===== config.mk =====
export PLATFORM = sky130hd
export DESIGN_NAME = tpm_meter
export DESIGN_NICKNAME = d
export VERILOG_FILES = /design/src/logic/tpm_pkg.sv /design/src/logic/tpm_meter.sv /design/src/logic/tpm_fifo.sv
export VERILOG_INCLUDE_DIRS = /design/src /design/src/logic
export SDC_FILE = /design/constraint.sdc
export NUM_CORES = 1
export LEC_CHECK = 0
export BUFFER_PORTS_ARGS = -buffer_cell sky130_fd_sc_hd__buf_4
export CAP_MARGIN = 20
export CORE_ASPECT_RATIO = 1.5
export CORE_MARGIN = 2
export CORE_UTILIZATION = 40
export CTS_CLUSTER_SIZE = 12
export DETAILED_ROUTE_END_ITERATION = 10
export GPL_TIMING_DRIVEN = 0
export PLACE_DENSITY = 0.55
export SYNTH_ARGS = -nofsm -noshare
export SYNTH_HDL_FRONTEND = slang
export SYNTH_HIERARCHICAL = 1
export SYNTH_SLANG_ARGS = --single-unit

===== constraint.sdc =====
create_clock -name clock -period 11.34 [get_ports clock]
set_input_delay 1.134 -clock clock [delete_from_list [all_inputs] [get_ports clock]]
set_output_delay 1.134 -clock clock [all_outputs]
set_load 0.01 [all_outputs]

===== src/logic/tpm_defines.svh =====
// Register map, field positions, reset values and timing of the policer
`ifndef TPM_DEFINES_SVH
`define TPM_DEFINES_SVH

// ----------------------------------------
// Timing
// ----------------------------------------
`define TPM_CLK_NS 25
`define TPM_CLK_HZ (1000000000 / `TPM_CLK_NS)

// ----------------------------------------
// Register word offsets (byte address bits 7:2)
// ----------------------------------------
`define TPM_OFF_CTRL 6'h00
`define TPM_OFF_CIR 6'h01
`define TPM_OFF_PIR 6'h02
`define TPM_OFF_CBS 6'h03
`define TPM_OFF_XBS 6'h04
`define TPM_OFF_MARK 6'h05
`define TPM_OFF_LVL1 6'h06
`define TPM_OFF_LVL2 6'h07

// ----------------------------------------
// Field positions
// ----------------------------------------
`define TPM_CTRL_EN 0
`define TPM_CTRL_MODE 1
`define TPM_CTRL_GMARK 3
`define TPM_CTRL_YACT 4
`define TPM_CTRL_RMARK 6
`define TPM_MARK_G 0
`define TPM_MARK_Y 8
`define TPM_MARK_R 16

// ----------------------------------------
// Reset values
// ----------------------------------------
`define TPM_RST_CTRL 32'h0000_0000
`define TPM_RST_CIR 32'h0000_0000
`define TPM_RST_PIR 32'h0000_0000
`define TPM_RST_CBS 32'h0000_0000
`define TPM_RST_XBS 32'h0000_0000
`define TPM_RST_MARK 32'h0000_0000

`endif


===== src/logic/tpm_pkg.sv =====
// Types shared by the policer files
package tpm_pkg;
	typedef enum logic [1:0] {tpm_green, tpm_yellow, tpm_red} tpm_colour_t;
	typedef enum logic [1:0] {tpm_stb, tpm_srtcm, tpm_trtcm} tpm_mode_t;
	typedef enum logic [1:0] {tpm_ypass, tpm_ydrop, tpm_ymark} tpm_yact_t;
endpackage


===== src/logic/tpm_meter.sv =====
// Ingress policer: token bucket meter, colour actions, Wishbone registers
//
// Function
// RULE_01: Simple bucket counts one byte per token, bursts limited to bucket depth.
// RULE_02: Single-rate mode colours with committed rate, committed and excess depths.
// RULE_03: Two-rate mode colours with independent committed and peak rates.
// RULE_04: Software keeps committed depth at or below the second depth.
// RULE_05: Committed depth caps the first bucket in every mode.
// RULE_06: Single-rate: excess depth caps second bucket, filled at committed rate.
// RULE_07: Two-rate: peak depth caps the second bucket.
// RULE_08: Two-rate: second bucket gains peak-rate byte tokens each second.
// RULE_09: Software should set peak rate at or above committed rate.
// RULE_10: Traffic within the committed rate is green.
// RULE_11: Green packets pass unchanged or get the green DSCP mark.
// RULE_12: Yellow packets pass, drop, or get a 0..63 DSCP mark.
// RULE_13: Remarked yellow packets drop under congestion.
// RULE_14: Yellow only exists in three-colour modes.
// RULE_15: Red packets drop, or get remarked and drop under congestion.
// RULE_16: Disabled policer neither meters nor acts on traffic.
// RULE_17: Admitted length leaves the deciding buckets, never below zero.
// RULE_18: Buckets full at reset and enable; refill saturates at depth.
`timescale 1ns/100ps
`include "tpm_defines.svh"
module tpm_meter
	import tpm_pkg::*;
#(
	parameter int LEN_W = 16,
	parameter int FIFO_DEPTH = 8
) (
	input wire logic clock,
	input wire logic resetn,
	input wire logic wb_cyc_i,
	input wire logic wb_stb_i,
	input wire logic wb_we_i,
	input wire logic [7:0] wb_adr_i,
	input wire logic [3:0] wb_sel_i,
	input wire logic [31:0] wb_dat_i,
	output logic [31:0] wb_dat_o,
	output logic wb_ack_o,
	input wire logic in_valid,
	output logic in_ready,
	input wire logic [LEN_W-1:0] in_len,
	input wire logic [5:0] in_dscp,
	input wire logic in_member,
	input wire logic congested,
	output logic out_valid,
	input wire logic out_ready,
	output logic [LEN_W-1:0] out_len,
	output logic [5:0] out_dscp,
	output logic [1:0] out_colour
);
	localparam int FW = LEN_W + 8;

	// ----------------------------------------
	// Functions
	// ----------------------------------------

	// Byte-lane merge of a write
	function automatic logic [31:0] merge(input logic [31:0] old, input logic [31:0] nw,
		input logic [3:0] sel);
		logic [31:0] r;
		r = old;
		for (int i = 0; i < 4; i++) begin
			if (sel[i]) begin
				r[i*8 +: 8] = nw[i*8 +: 8];
			end
		end
		return r;
	endfunction

	// Rate accumulator: one token each time the sum reaches the clock rate
	function automatic logic [32:0] acc_step(input logic [31:0] frac, input logic [31:0] rate);
		logic [32:0] s;
		s = {1'b0, frac} + {1'b0, rate};
		if (s >= 33'(`TPM_CLK_HZ)) begin
			return {1'b1, 32'(s - 33'(`TPM_CLK_HZ))};
		end
		return {1'b0, s[31:0]};
	endfunction

	// Subtract clamped at zero, add refill, saturate at depth
	function automatic logic [31:0] bkt_next(input logic [31:0] b, input logic [31:0] sub,
		input logic add, input logic [31:0] cap);
		logic [32:0] t;
		t = (sub > b) ? 33'h0_0000_0000 : {1'b0, b - sub};
		t = t + 33'(add);
		return (t > {1'b0, cap}) ? cap : t[31:0];
	endfunction

	// ----------------------------------------
	// Registers
	// ----------------------------------------
	logic [31:0] ctrl;
	logic [31:0] cir;
	logic [31:0] pir;
	logic [31:0] cbs;
	logic [31:0] xbs;
	logic [31:0] mark;
	logic [31:0] lvl1;
	logic [31:0] lvl2;
	logic [31:0] frac_c;
	logic [31:0] frac_p;
	logic cong_m;
	logic cong_s;
	logic st_valid;
	logic st_drop;
	logic [LEN_W-1:0] st_len;
	logic [5:0] st_dscp;
	tpm_colour_t st_colour;

	// ----------------------------------------
	// Control field decode
	// ----------------------------------------
	wire enable = ctrl[`TPM_CTRL_EN];
	wire [1:0] mode_raw = ctrl[`TPM_CTRL_MODE +: 2];
	wire is_sr = mode_raw == 2'h1;
	wire is_tr = mode_raw == 2'h2;
	wire tpm_mode_t mode = is_tr ? tpm_trtcm : (is_sr ? tpm_srtcm : tpm_stb);
	wire g_mark = ctrl[`TPM_CTRL_GMARK];
	wire [1:0] y_act = ctrl[`TPM_CTRL_YACT +: 2];
	wire r_mark = ctrl[`TPM_CTRL_RMARK];
	wire [5:0] dscp_g = mark[`TPM_MARK_G +: 6];
	wire [5:0] dscp_y = mark[`TPM_MARK_Y +: 6];
	wire [5:0] dscp_r = mark[`TPM_MARK_R +: 6];

	// ----------------------------------------
	// Wishbone slave
	// ----------------------------------------
	wire wb_req = wb_cyc_i && wb_stb_i && !wb_ack_o;
	wire wb_wr = wb_req && wb_we_i;
	wire [5:0] widx = wb_adr_i[7:2];
	wire [31:0] rd_mux =
		(widx == `TPM_OFF_CTRL) ? ctrl :
		(widx == `TPM_OFF_CIR) ? cir :
		(widx == `TPM_OFF_PIR) ? pir :
		(widx == `TPM_OFF_CBS) ? cbs :
		(widx == `TPM_OFF_XBS) ? xbs :
		(widx == `TPM_OFF_MARK) ? mark :
		(widx == `TPM_OFF_LVL1) ? lvl1 :
		(widx == `TPM_OFF_LVL2) ? lvl2 : 32'h0000_0000;

	// Ack one cycle after the request, unmapped reads give zero
	always_ff @(posedge clock) begin
		if (!resetn) begin
			wb_ack_o <= 1'b0;
			wb_dat_o <= 32'h0000_0000;
		end else begin
			wb_ack_o <= wb_req;
			wb_dat_o <= wb_req ? rd_mux : 32'h0000_0000;
		end
	end

	// Writable registers, written as the ack is raised
	always_ff @(posedge clock) begin
		if (!resetn) begin
			ctrl <= `TPM_RST_CTRL;
			cir <= `TPM_RST_CIR;
			pir <= `TPM_RST_PIR;
			cbs <= `TPM_RST_CBS;
			xbs <= `TPM_RST_XBS;
			mark <= `TPM_RST_MARK;
		end else if (wb_wr) begin
			case (widx)
				`TPM_OFF_CTRL: ctrl <= merge(ctrl, wb_dat_i, wb_sel_i) & 32'h0000_007f;
				`TPM_OFF_CIR: cir <= merge(cir, wb_dat_i, wb_sel_i);
				`TPM_OFF_PIR: pir <= merge(pir, wb_dat_i, wb_sel_i);
				`TPM_OFF_CBS: cbs <= merge(cbs, wb_dat_i, wb_sel_i);
				`TPM_OFF_XBS: xbs <= merge(xbs, wb_dat_i, wb_sel_i);
				`TPM_OFF_MARK: mark <= merge(mark, wb_dat_i, wb_sel_i) & 32'h003f_3f3f;
				default: ;
			endcase
		end
	end

	// ----------------------------------------
	// Congestion pin synchroniser
	// ----------------------------------------
	always_ff @(posedge clock) begin
		if (!resetn) begin
			cong_m <= 1'b0;
			cong_s <= 1'b0;
		end else begin
			cong_m <= congested;
			cong_s <= cong_m;
		end
	end

	// ----------------------------------------
	// Colour decision
	// ----------------------------------------
	wire take = in_valid && in_ready;
	wire metered = enable && in_member; // RULE_16
	wire [31:0] len32 = 32'(in_len);
	wire fit1 = len32 <= lvl1; // RULE_01
	wire fit2 = len32 <= lvl2;
	wire tpm_colour_t colour =
		!metered ? tpm_green :
		is_tr ? (!fit2 ? tpm_red : (!fit1 ? tpm_yellow : tpm_green)) : // RULE_03
		is_sr ? (fit1 ? tpm_green : (fit2 ? tpm_yellow : tpm_red)) : // RULE_02
		(fit1 ? tpm_green : tpm_red); // RULE_14

	// Bytes taken from each bucket by the admitted packet
	wire use1 = take && metered && colour == tpm_green;
	wire use2 = take && metered && ((is_sr && colour == tpm_yellow) ||
		(is_tr && colour != tpm_red));
	wire [31:0] sub1 = use1 ? len32 : 32'h0000_0000; // RULE_17
	wire [31:0] sub2 = use2 ? len32 : 32'h0000_0000; // RULE_17

	// ----------------------------------------
	// Colour actions
	// ----------------------------------------
	wire y_mark = y_act == tpm_ymark;
	wire [5:0] next_dscp =
		(colour == tpm_green) ? (g_mark ? dscp_g : in_dscp) : // RULE_11
		(colour == tpm_yellow) ? (y_mark ? dscp_y : in_dscp) : // RULE_12
		(r_mark ? dscp_r : in_dscp); // RULE_15
	wire next_drop =
		(colour == tpm_yellow) ? (y_act == tpm_ydrop || (y_mark && cong_s)) : // RULE_13
		(colour == tpm_red) ? (!r_mark || cong_s) : 1'b0; // RULE_15

	// ----------------------------------------
	// Refill
	// ----------------------------------------
	wire [32:0] step_c = acc_step(frac_c, cir);
	wire [32:0] step_p = acc_step(frac_p, pir);
	wire tok_c = step_c[32];
	wire tok_p = step_p[32];
	wire add1 = tok_c; // RULE_05
	wire add2 = is_tr ? tok_p : (is_sr && tok_c && lvl1 >= cbs); // RULE_06 RULE_08

	// Rate accumulators, one second of clocks per rate worth of tokens
	always_ff @(posedge clock) begin
		if (!resetn || !enable) begin
			frac_c <= 32'h0000_0000;
			frac_p <= 32'h0000_0000;
		end else begin
			frac_c <= step_c[31:0];
			frac_p <= step_p[31:0];
		end
	end

	// Bucket levels, held full while disabled
	always_ff @(posedge clock) begin
		if (!resetn) begin
			lvl1 <= `TPM_RST_CBS;
			lvl2 <= `TPM_RST_XBS;
		end else if (!enable) begin
			lvl1 <= cbs; // RULE_18
			lvl2 <= xbs; // RULE_18
		end else begin
			lvl1 <= bkt_next(lvl1, sub1, add1, cbs); // RULE_05 RULE_18
			lvl2 <= bkt_next(lvl2, sub2, add2, xbs); // RULE_06 RULE_07
		end
	end

	// ----------------------------------------
	// Result stage and output FIFO
	// ----------------------------------------
	logic f_ready;
	logic [FW-1:0] f_data;
	wire st_done = st_valid && (st_drop || f_ready);

	// One packet in flight; dropped packets never reach the FIFO
	always_ff @(posedge clock) begin
		if (!resetn) begin
			st_valid <= 1'b0;
			st_drop <= 1'b0;
			st_len <= '0;
			st_dscp <= 6'h00;
			st_colour <= tpm_green;
			in_ready <= 1'b0;
		end else if (take) begin
			st_valid <= 1'b1;
			st_drop <= metered && next_drop; // RULE_16
			st_len <= in_len;
			st_dscp <= metered ? next_dscp : in_dscp; // RULE_16
			st_colour <= colour; // RULE_10
			in_ready <= 1'b0;
		end else if (st_done || !st_valid) begin
			st_valid <= 1'b0;
			in_ready <= 1'b1;
		end
	end

	tpm_fifo #(
		.WIDTH(FW),
		.DEPTH(FIFO_DEPTH)
	) u_fifo (
		.clock(clock),
		.resetn(resetn),
		.in_valid(st_valid && !st_drop),
		.in_ready(f_ready),
		.in_data({st_colour, st_dscp, st_len}),
		.out_valid(out_valid),
		.out_ready(out_ready),
		.out_data(f_data)
	);

	assign out_len = f_data[LEN_W-1:0];
	assign out_dscp = f_data[LEN_W +: 6];
	assign out_colour = f_data[LEN_W+6 +: 2];
endmodule


===== src/logic/tpm_fifo.sv =====
// Small synchronous FIFO with a registered output stage
`timescale 1ns/100ps
module tpm_fifo #(
	parameter int WIDTH = 24,
	parameter int DEPTH = 8
) (
	input wire logic clock,
	input wire logic resetn,
	input wire logic in_valid,
	output logic in_ready,
	input wire logic [WIDTH-1:0] in_data,
	output logic out_valid,
	input wire logic out_ready,
	output logic [WIDTH-1:0] out_data
);
	localparam int AW = $clog2(DEPTH);
	localparam int CW = $clog2(DEPTH + 1);

	logic [WIDTH-1:0] mem [DEPTH];
	logic [AW-1:0] wp;
	logic [AW-1:0] rp;
	logic [CW-1:0] count;

	// ----------------------------------------
	// Handshake terms
	// ----------------------------------------
	wire push = in_valid && in_ready;
	wire load = (count != '0) && (!out_valid || out_ready);
	// Full once stored words plus the output register reach the depth
	assign in_ready = (count + CW'(out_valid)) < CW'(DEPTH);

	// Storage, written only on push
	always_ff @(posedge clock) begin
		if (push) begin
			mem[wp] <= in_data;
		end
	end

	// Pointers, fill count, output register
	always_ff @(posedge clock) begin
		if (!resetn) begin
			wp <= '0;
			rp <= '0;
			count <= '0;
			out_valid <= 1'b0;
			out_data <= '0;
		end else begin
			if (push) begin
				wp <= (wp == AW'(DEPTH - 1)) ? '0 : wp + 1'b1;
			end
			if (load) begin
				rp <= (rp == AW'(DEPTH - 1)) ? '0 : rp + 1'b1;
				out_data <= mem[rp];
				out_valid <= 1'b1;
			end else if (out_ready) begin
				out_valid <= 1'b0;
			end
			count <= count + CW'(push) - CW'(load);
		end
	end
endmodule


==> metrics.md, run 1 <==
| Metric | Value |
|---|---|
| Final Hold Vio Count | 0 |
| H-tree depth | 2 |
| Layout area overhead | 13.6% |
| Number of global-route vias before repair | 31000 |
| Synth async-reset ratio | 0% |
| Die W | 247 µm |
| Port Buffers | 131 |
| Pwr/cell area | 125 nW/µm² |
| Io pins | 134 |
| Critical Path AT | 11.04 ns |
| Predominant post-synthesis flop cell | dfxtp_1 |
| Hold_sp | cong_m |
| Row Count | 133 |
| Fraction of layout instances using a drive strength above 1 | 11.1% |
| Worst hold stages | 1 |
| CTS Buffer Depth | 3 |
| Grt total ovfl | 0 |
| DR vias/cell | 5.96 |
| Part of the Yosys area used for sequential elements | 37.7% |
| Synthesized Nets | 4312 |
| Total CTS buffers | 60 |
| Initial core utilization | 40.3% |
| Net total in the final layout | 4531 |
| Drt drc | 0 |
| Leak pwr | 15.0 nW |
| Cell count after synthesis | 3991 |
| Clock transition at path regs | 0.06 ns |
| Worst Tran Pin Value | 1.07 ns |
| Largest stage delay, worst path | 0.67 ns |
| Slew HR | 28.6% |
| Crit share post-route | 93.1% |
| Die ar. | 90900 µm² |
| WP data required | 11.83 ns |
| Commonest non-fill, non-tap cells in the layout | nand2_1 (459), a21oi_1 (437), dfxtp_1 (378) |
| CTS tree | yes |
| Total number of vias | 32200 |
| Design Area, Final | 40200 µm² |
| Max cap viols | 0 |
| Largest net degree at the start of global routing | 25 |
| Antenna Cells | 0 |
| Clock Tree Root | clkbuf_16 |
| Commonest non-fill, non-tap cell in the layout | nand2_1 |
| Initial antenna violation count | 2 |
| Worst reg-to-reg setup slack | 0.79 ns |
| DRT iter0 DRCs | 2434 |
| Hold Crit Class | flop to flop |
| Reg-to-Reg End | lvl2[16] |
| Largest cells by area after synthesis | dfxtp_1 (21%), edfxtp_1 (16%), ha_1 (8.5%) |
| Crit-path slowest cell | or4_4 |
| Mapped cell area | 35400 µm² |
| Clock Sinks | 570 |
| Post-synth top area share | 21.4% |
| Setup TNS | 0 ns |
| Post-route antenna net violation count | 0 |
| Worst Hold End | cong_s |
| Unrepaired setup endpoints after global routing | no |
| Drt first pass iters | 8 |
| Status | finished clean |
| Critical path fanouts, max | 10 |
| Layout Skew | 0.0249 ns |
| Peak supply drop | 0.000181 V |
| Max Freq | 94.8 MHz |
| Avg Cell Area, Syn | 8.86 µm² |
| Dpl cell area | 38100 µm² |
| Final RePlAce weighted congestion | 0.996 |
| Minimum clock period | 10.55 ns |
| Synth cell types | 115 |
| First-pass GRT wire length | 201000 µm |
| Worst-Skew Late Latency | 0.65 ns |
| Cells on worst reg2reg path | 39 |
| Final Setup Violations | 0 |
| Core ar. | 87700 µm² |
| Critical path class | flop to flop |
| Final WL | 138000 µm |
| Yosys warnings | 6 |
| Final Max Slew Viols | 0 |
| Reg2reg start | lvl1[18] |
| Post-DP HPWL | 110000 µm |
| EDFF count, synth | 192 |
| Drt wl/cell | 25.5 µm |
| Number of synthesized register bits | 570 |
| GRT Total Usage | 29.8% |
| CP startpoint kind | flop |
| Die height | 368 µm |
| CP Capture Type | flop |
| Cell taking the most area after synthesis | dfxtp_1 |
[metrics by stage]
step | hold WS [ns] | worst slack, ns | utilization, % | instances | power, W
finish | 0.448 | 0.787 | 45.8 | 5403 | 0.00504
global placement | 0.431 | -0.739 | 43.1 | 5269 | 0.00304
global route | 0.454 | 0.0240 | 45.8 | 5403 | 0.00523
CTS | 0.442 | 0.0113 | 45.7 | 5399 | 0.00508
detailed placement | 0.426 | -0.837 | 43.4 | 5288 | 0.00304
floorplan | 0.412 | 1.76 | - | 3991 | 0.00273
[worst max-delay path by stage]
stage | start | end | slack (ns) | cells past startpoint
2_1_floorplan | in_len[9] | lvl1[10] | 1.76 | 46
3_3_place_gp | in_len[9] | lvl1[19] | -0.74 | 45
3_5_place_dp | in_len[9] | lvl1[16] | -0.84 | 45
4_1_cts | in_len[9] | lvl1[19] | 0.01 | 45
5_1_grt | lvl1[18] | lvl2[26] | 0.02 | 39
6_report | lvl1[18] | lvl2[16] | 0.79 | 39
[critical path, delay by kind of cell (launching register included)]
| family | cells | cell delay [ns] |
|---|---|---|
| buf+inv | 6 | 1.57 |
| compound gates | 11 | 3.07 |
| xor+xnor | 1 | 0.29 |
| fa+ha+maj | 3 | 0.89 |
| flops | 1 | 0.51 |
| simple gates | 16 | 3.59 |
| mux | 2 | 0.48 |
[metal layers]
| metal | vias up | part of all wire, % | track usage (%) |
|---|---|---|---|
| met5 | - | 0.017 | 0 |
| met4 | 4 | 8.4 | 20.8 |
| met3 | 357 | 5.6 | 3.41 |
| met2 | 1231 | 49 | 52.2 |
| met1 | 15500 | 37 | 33.5 |
| li1 | 15200 | - | - |
[timing repair]
action	CTS	global route
pin swaps	2	2
setup buffers	3	6
resized for setup	1	8
hold buffers	0	0
endpoints found under the setup margin	32	63
endpoints found under the hold margin	0	0
gates cloned	0	0
[synthesized netlist by cell type (all sizes together), types with 69 or more instances]
cell type,count
edfxtp,192
o21ai,177
buf,69
a21oi,446
nor3,112
nand2,459
nand3,216
a21o,79
xnor2,75
nor2,281
ha,241
mux2i,144
dfxtp,378
clkbuf,141
inv,148
[where the power goes]
| group | internal [W] | switching, W |
|---|---|---|
| clock network | 0.00118 | 0.000856 |
| registers | 0.00218 | 0.0000429 |
| logic | 0.000312 | 0.000465 |
[kinds of logic (layout without fill, tap and decap cells)]
group | count (synthesis) | after routing | synth area share (%)
fa+ha+maj | 246 | 246 | 8.81
compound gates | 1048 | 1048 | 18.9
buf+inv | 358 | 623 | 4.30
mux | 214 | 214 | 7.42
simple gates | 1428 | 1428 | 19.7
flops | 570 | 570 | 37.7
xor+xnor | 127 | 127 | 3.19
[final cells by class]
cell class	instances	area, µm²
Tap cell	1147	1440
Multi-Input combinational cell	3063	20600
Clock inverter	18	258
Fill cell	8652	47500
Clock buffer	90	1730
Buffer	208	957
Timing Repair Buffer	159	1290
Sequential cell	570	13300
Inverter	148	556
[state kept, by name, summed over array words and instances, names as in the netlist, 18 cells and up]
register / flops
mark: 18
pir: 32
lvl2: 32
lvl1: 32
wb_dat_o: 32
u_fifo/out_data: 24
xbs: 32
frac_c: 32
frac_p: 32
cbs: 32
u_fifo/mem: 192
cir: 32
Power figures use the tool's default switching activity.
==> run 2, diff against run 1 <==
CORE_ASPECT_RATIO = default   (was 1.5)
==> metrics.md, run 2 (synthesis gave the netlist of run 1 again) <==
| Metric | Value |
|---|---|
| Worst-Skew Late Latency | 0.62 ns (-0.03 ns) |
| Layout area overhead | 14.1% |
| Final Hold Vio Count | 0 (unchanged) |
| Commonest non-fill, non-tap cells in the layout | nand2_1 (459), a21oi_1 (437), dfxtp_1 (378) |
| Core ar. | 88000 µm² (+0.31%) |
| Row Count | 109 (-18%) |
| Critical path class | flop to flop |
| Critical path fanouts, max | 10 (unchanged) |
| Commonest non-fill, non-tap cell in the layout | nand2_1 |
| Pwr/cell area | 128 nW/µm² (+1.9%) |
| Post-DP HPWL | 106000 µm (-3.5%) |
| Die height | 301 µm (-18%) |
| Max FFs per register | 192 (unchanged) |
| DR vias/cell | 5.95 (-0.24%) |
| Dpl cells | 5307 (+0.36%) |
| Clock transition at path regs | 0.06 ns (about the same) |
| Clock Tree Root | clkbuf_16 |
| Total CTS buffers | 68 (+13%) |
| Unrepaired setup endpoints after global routing | no |
| # hold bufs at CTS | 0 (unchanged) |
| DRT iter0 DRCs | 3078 (+26%) |
| Hold Crit Class | flop to flop |
| Design Area, Final | 40400 µm² (+0.43%) |
| Io pins | 134 (unchanged) |
| Largest net degree at the start of global routing | 25 (unchanged) |
| Non-Filler Instances | 5439 (+0.67%) |
| Status | finished clean |
| Worst hold stages | 1 (unchanged) |
| First-pass GRT wire length | 198000 µm (-1.0%) |
| Critical Path AT | 11.21 ns (+0.17 ns) |
| GRT Total Usage | 29.4% (-0.43 points) |
| Final RePlAce weighted congestion | 0.982 (-1.4%) |
| Largest register by flop count | u_fifo/mem |
| Crit-path slowest cell | or4_4 |
| Max cap viols | 0 (unchanged) |
| Clock Sinks | 570 (unchanged) |
| Port Buffers | 131 (unchanged) |
| Die ar. | 90800 µm² (about the same) |
| Layout Skew | 0.0279 ns (+0.00302 ns) |
| Crit share post-route | 94.7% (+1.6 points) |
| Peak supply drop | 0.000135 V (-26%) |
| CP Capture Type | flop |
| Final WL | 136000 µm (-1.5%) |
| Grt total ovfl | 0 (unchanged) |
| CP startpoint kind | flop |
| Final Max Slew Viols | 0 (unchanged) |
| Setup TNS | 0 ns (unchanged) |
| WP data required | 11.82 ns (about the same) |
| Drt drc | 0 (unchanged) |
| H-tree depth | 3 (+1) |
| Initial antenna violation count | 5 (+3) |
| Worst Tran Pin Value | 1.22 ns (+0.147 ns) |
| Slew HR | 18.2% (-10 points) |
| FILL cells | 8718 (+0.76%) |
| Net total in the final layout | 4542 (+0.24%) |
| Post-route antenna net violation count | 0 (unchanged) |
| Drt first pass iters | 6 (-2) |
| Final Setup Violations | 0 (unchanged) |
| Hold WS | 0.458 ns (+0.0101 ns) |
| Initial core utilization | 40.2% (-0.12 points) |
| Total number of vias | 32300 (+0.43%) |
| Leak pwr | 15.1 nW (+0.52%) |
| Dpl cell area | 38100 µm² (+0.11%) |
| Number of global-route vias before repair | 30500 (-1.8%) |
| Fraction of layout instances using a drive strength above 1 | 11.3% (+0.24 points) |
| Cells on worst reg2reg path | 42 (+7.7%) |
| CTS Buffer Depth | 3 (unchanged) |
| Largest stage delay, worst path | 0.65 ns (-0.02 ns) |
| Max Freq | 93.2 MHz (-1.7%) |
| Minimum clock period | 10.73 ns (+0.181 ns) |
| Drt wl/cell | 25.0 µm (-2.1%) |
| CTS tree | yes |
| Die W | 301 µm (+22%) |
-- run 2: layout make-up --
type,count,area (µm²),area share (%)
diodes,3,7.51,0.0186
flip-flops and latches,570,13300,33.0
well taps,1165,1460,3.61
clock buffers,97,1910,4.73
repair buffers,160,1310,3.25
clock inverters,23,213,0.527
plain buffers,210,967,2.40
inverters,148,556,1.38
multi-input cells,3063,20600,51.1
-- run 2: critical path: cells and delay by family, from the launching register on --
| family | cells | cell delay [ns] |
|---|---|---|
| buffers and inverters | 8 | 1.62 |
| flip-flops | 1 | 0.46 |
| AND/OR/NAND/NOR | 23 | 5.74 |
| multiplexers | 1 | 0.24 |
| XOR/XNOR | 1 | 0.33 |
| AO/OA/AOI/OAI | 6 | 1.54 |
| adder cells (fa/ha/maj) | 3 | 0.60 |
-- run 2: final timing paths --
check	from	end	slack (ns)
worst min-delay path	cong_m	cong_s	0.46
worst max-delay path	lvl1[18]	lvl1[16]	0.61
worst min register to register	cong_m	cong_s	0.46
worst max register to register	lvl1[18]	lvl1[16]	0.61
-- run 2: what timing repair did --
item / CTS / global route
setup endpoints to repair: 19 / 63
pin swaps: 0 / 5
hold endpoints to repair: 0 / 0
buffers inserted: 0 / 8
resized for setup: 1 / 8
-- run 2: through the flow --
step / power, W / util (%) / worst slack [ns]
after floorplan: 0.00273 / - / 1.76
after global placement: 0.00306 / 43.0 / -0.684
after detailed placement: 0.00306 / 43.3 / -0.756
after CTS: 0.00520 / 45.8 / 0.0262
after global routing: 0.00533 / 45.9 / 0.0342
final: 0.00516 / 45.9 / 0.606
-- run 2: power by group --
part / total, W / leakage [nW] / switching, W / internal (W)
Clock: 0.00214 / 1.03 / 0.000915 / 0.00122
Sequential: 0.00223 / 4.73 / 0.0000448 / 0.00218
Combinational: 0.000796 / 9.32 / 0.000483 / 0.000312
Total: 0.00516 / 15.1 / 0.00144 / 0.00372
-- run 2: metal layers --
metal | global-route usage, % | routed length, µm
met5 | 0 | 29
met4 | 15.2 | 7760
met3 | 4.09 | 10000
met2 | 47.2 | 61100
met1 | 38.5 | 57000
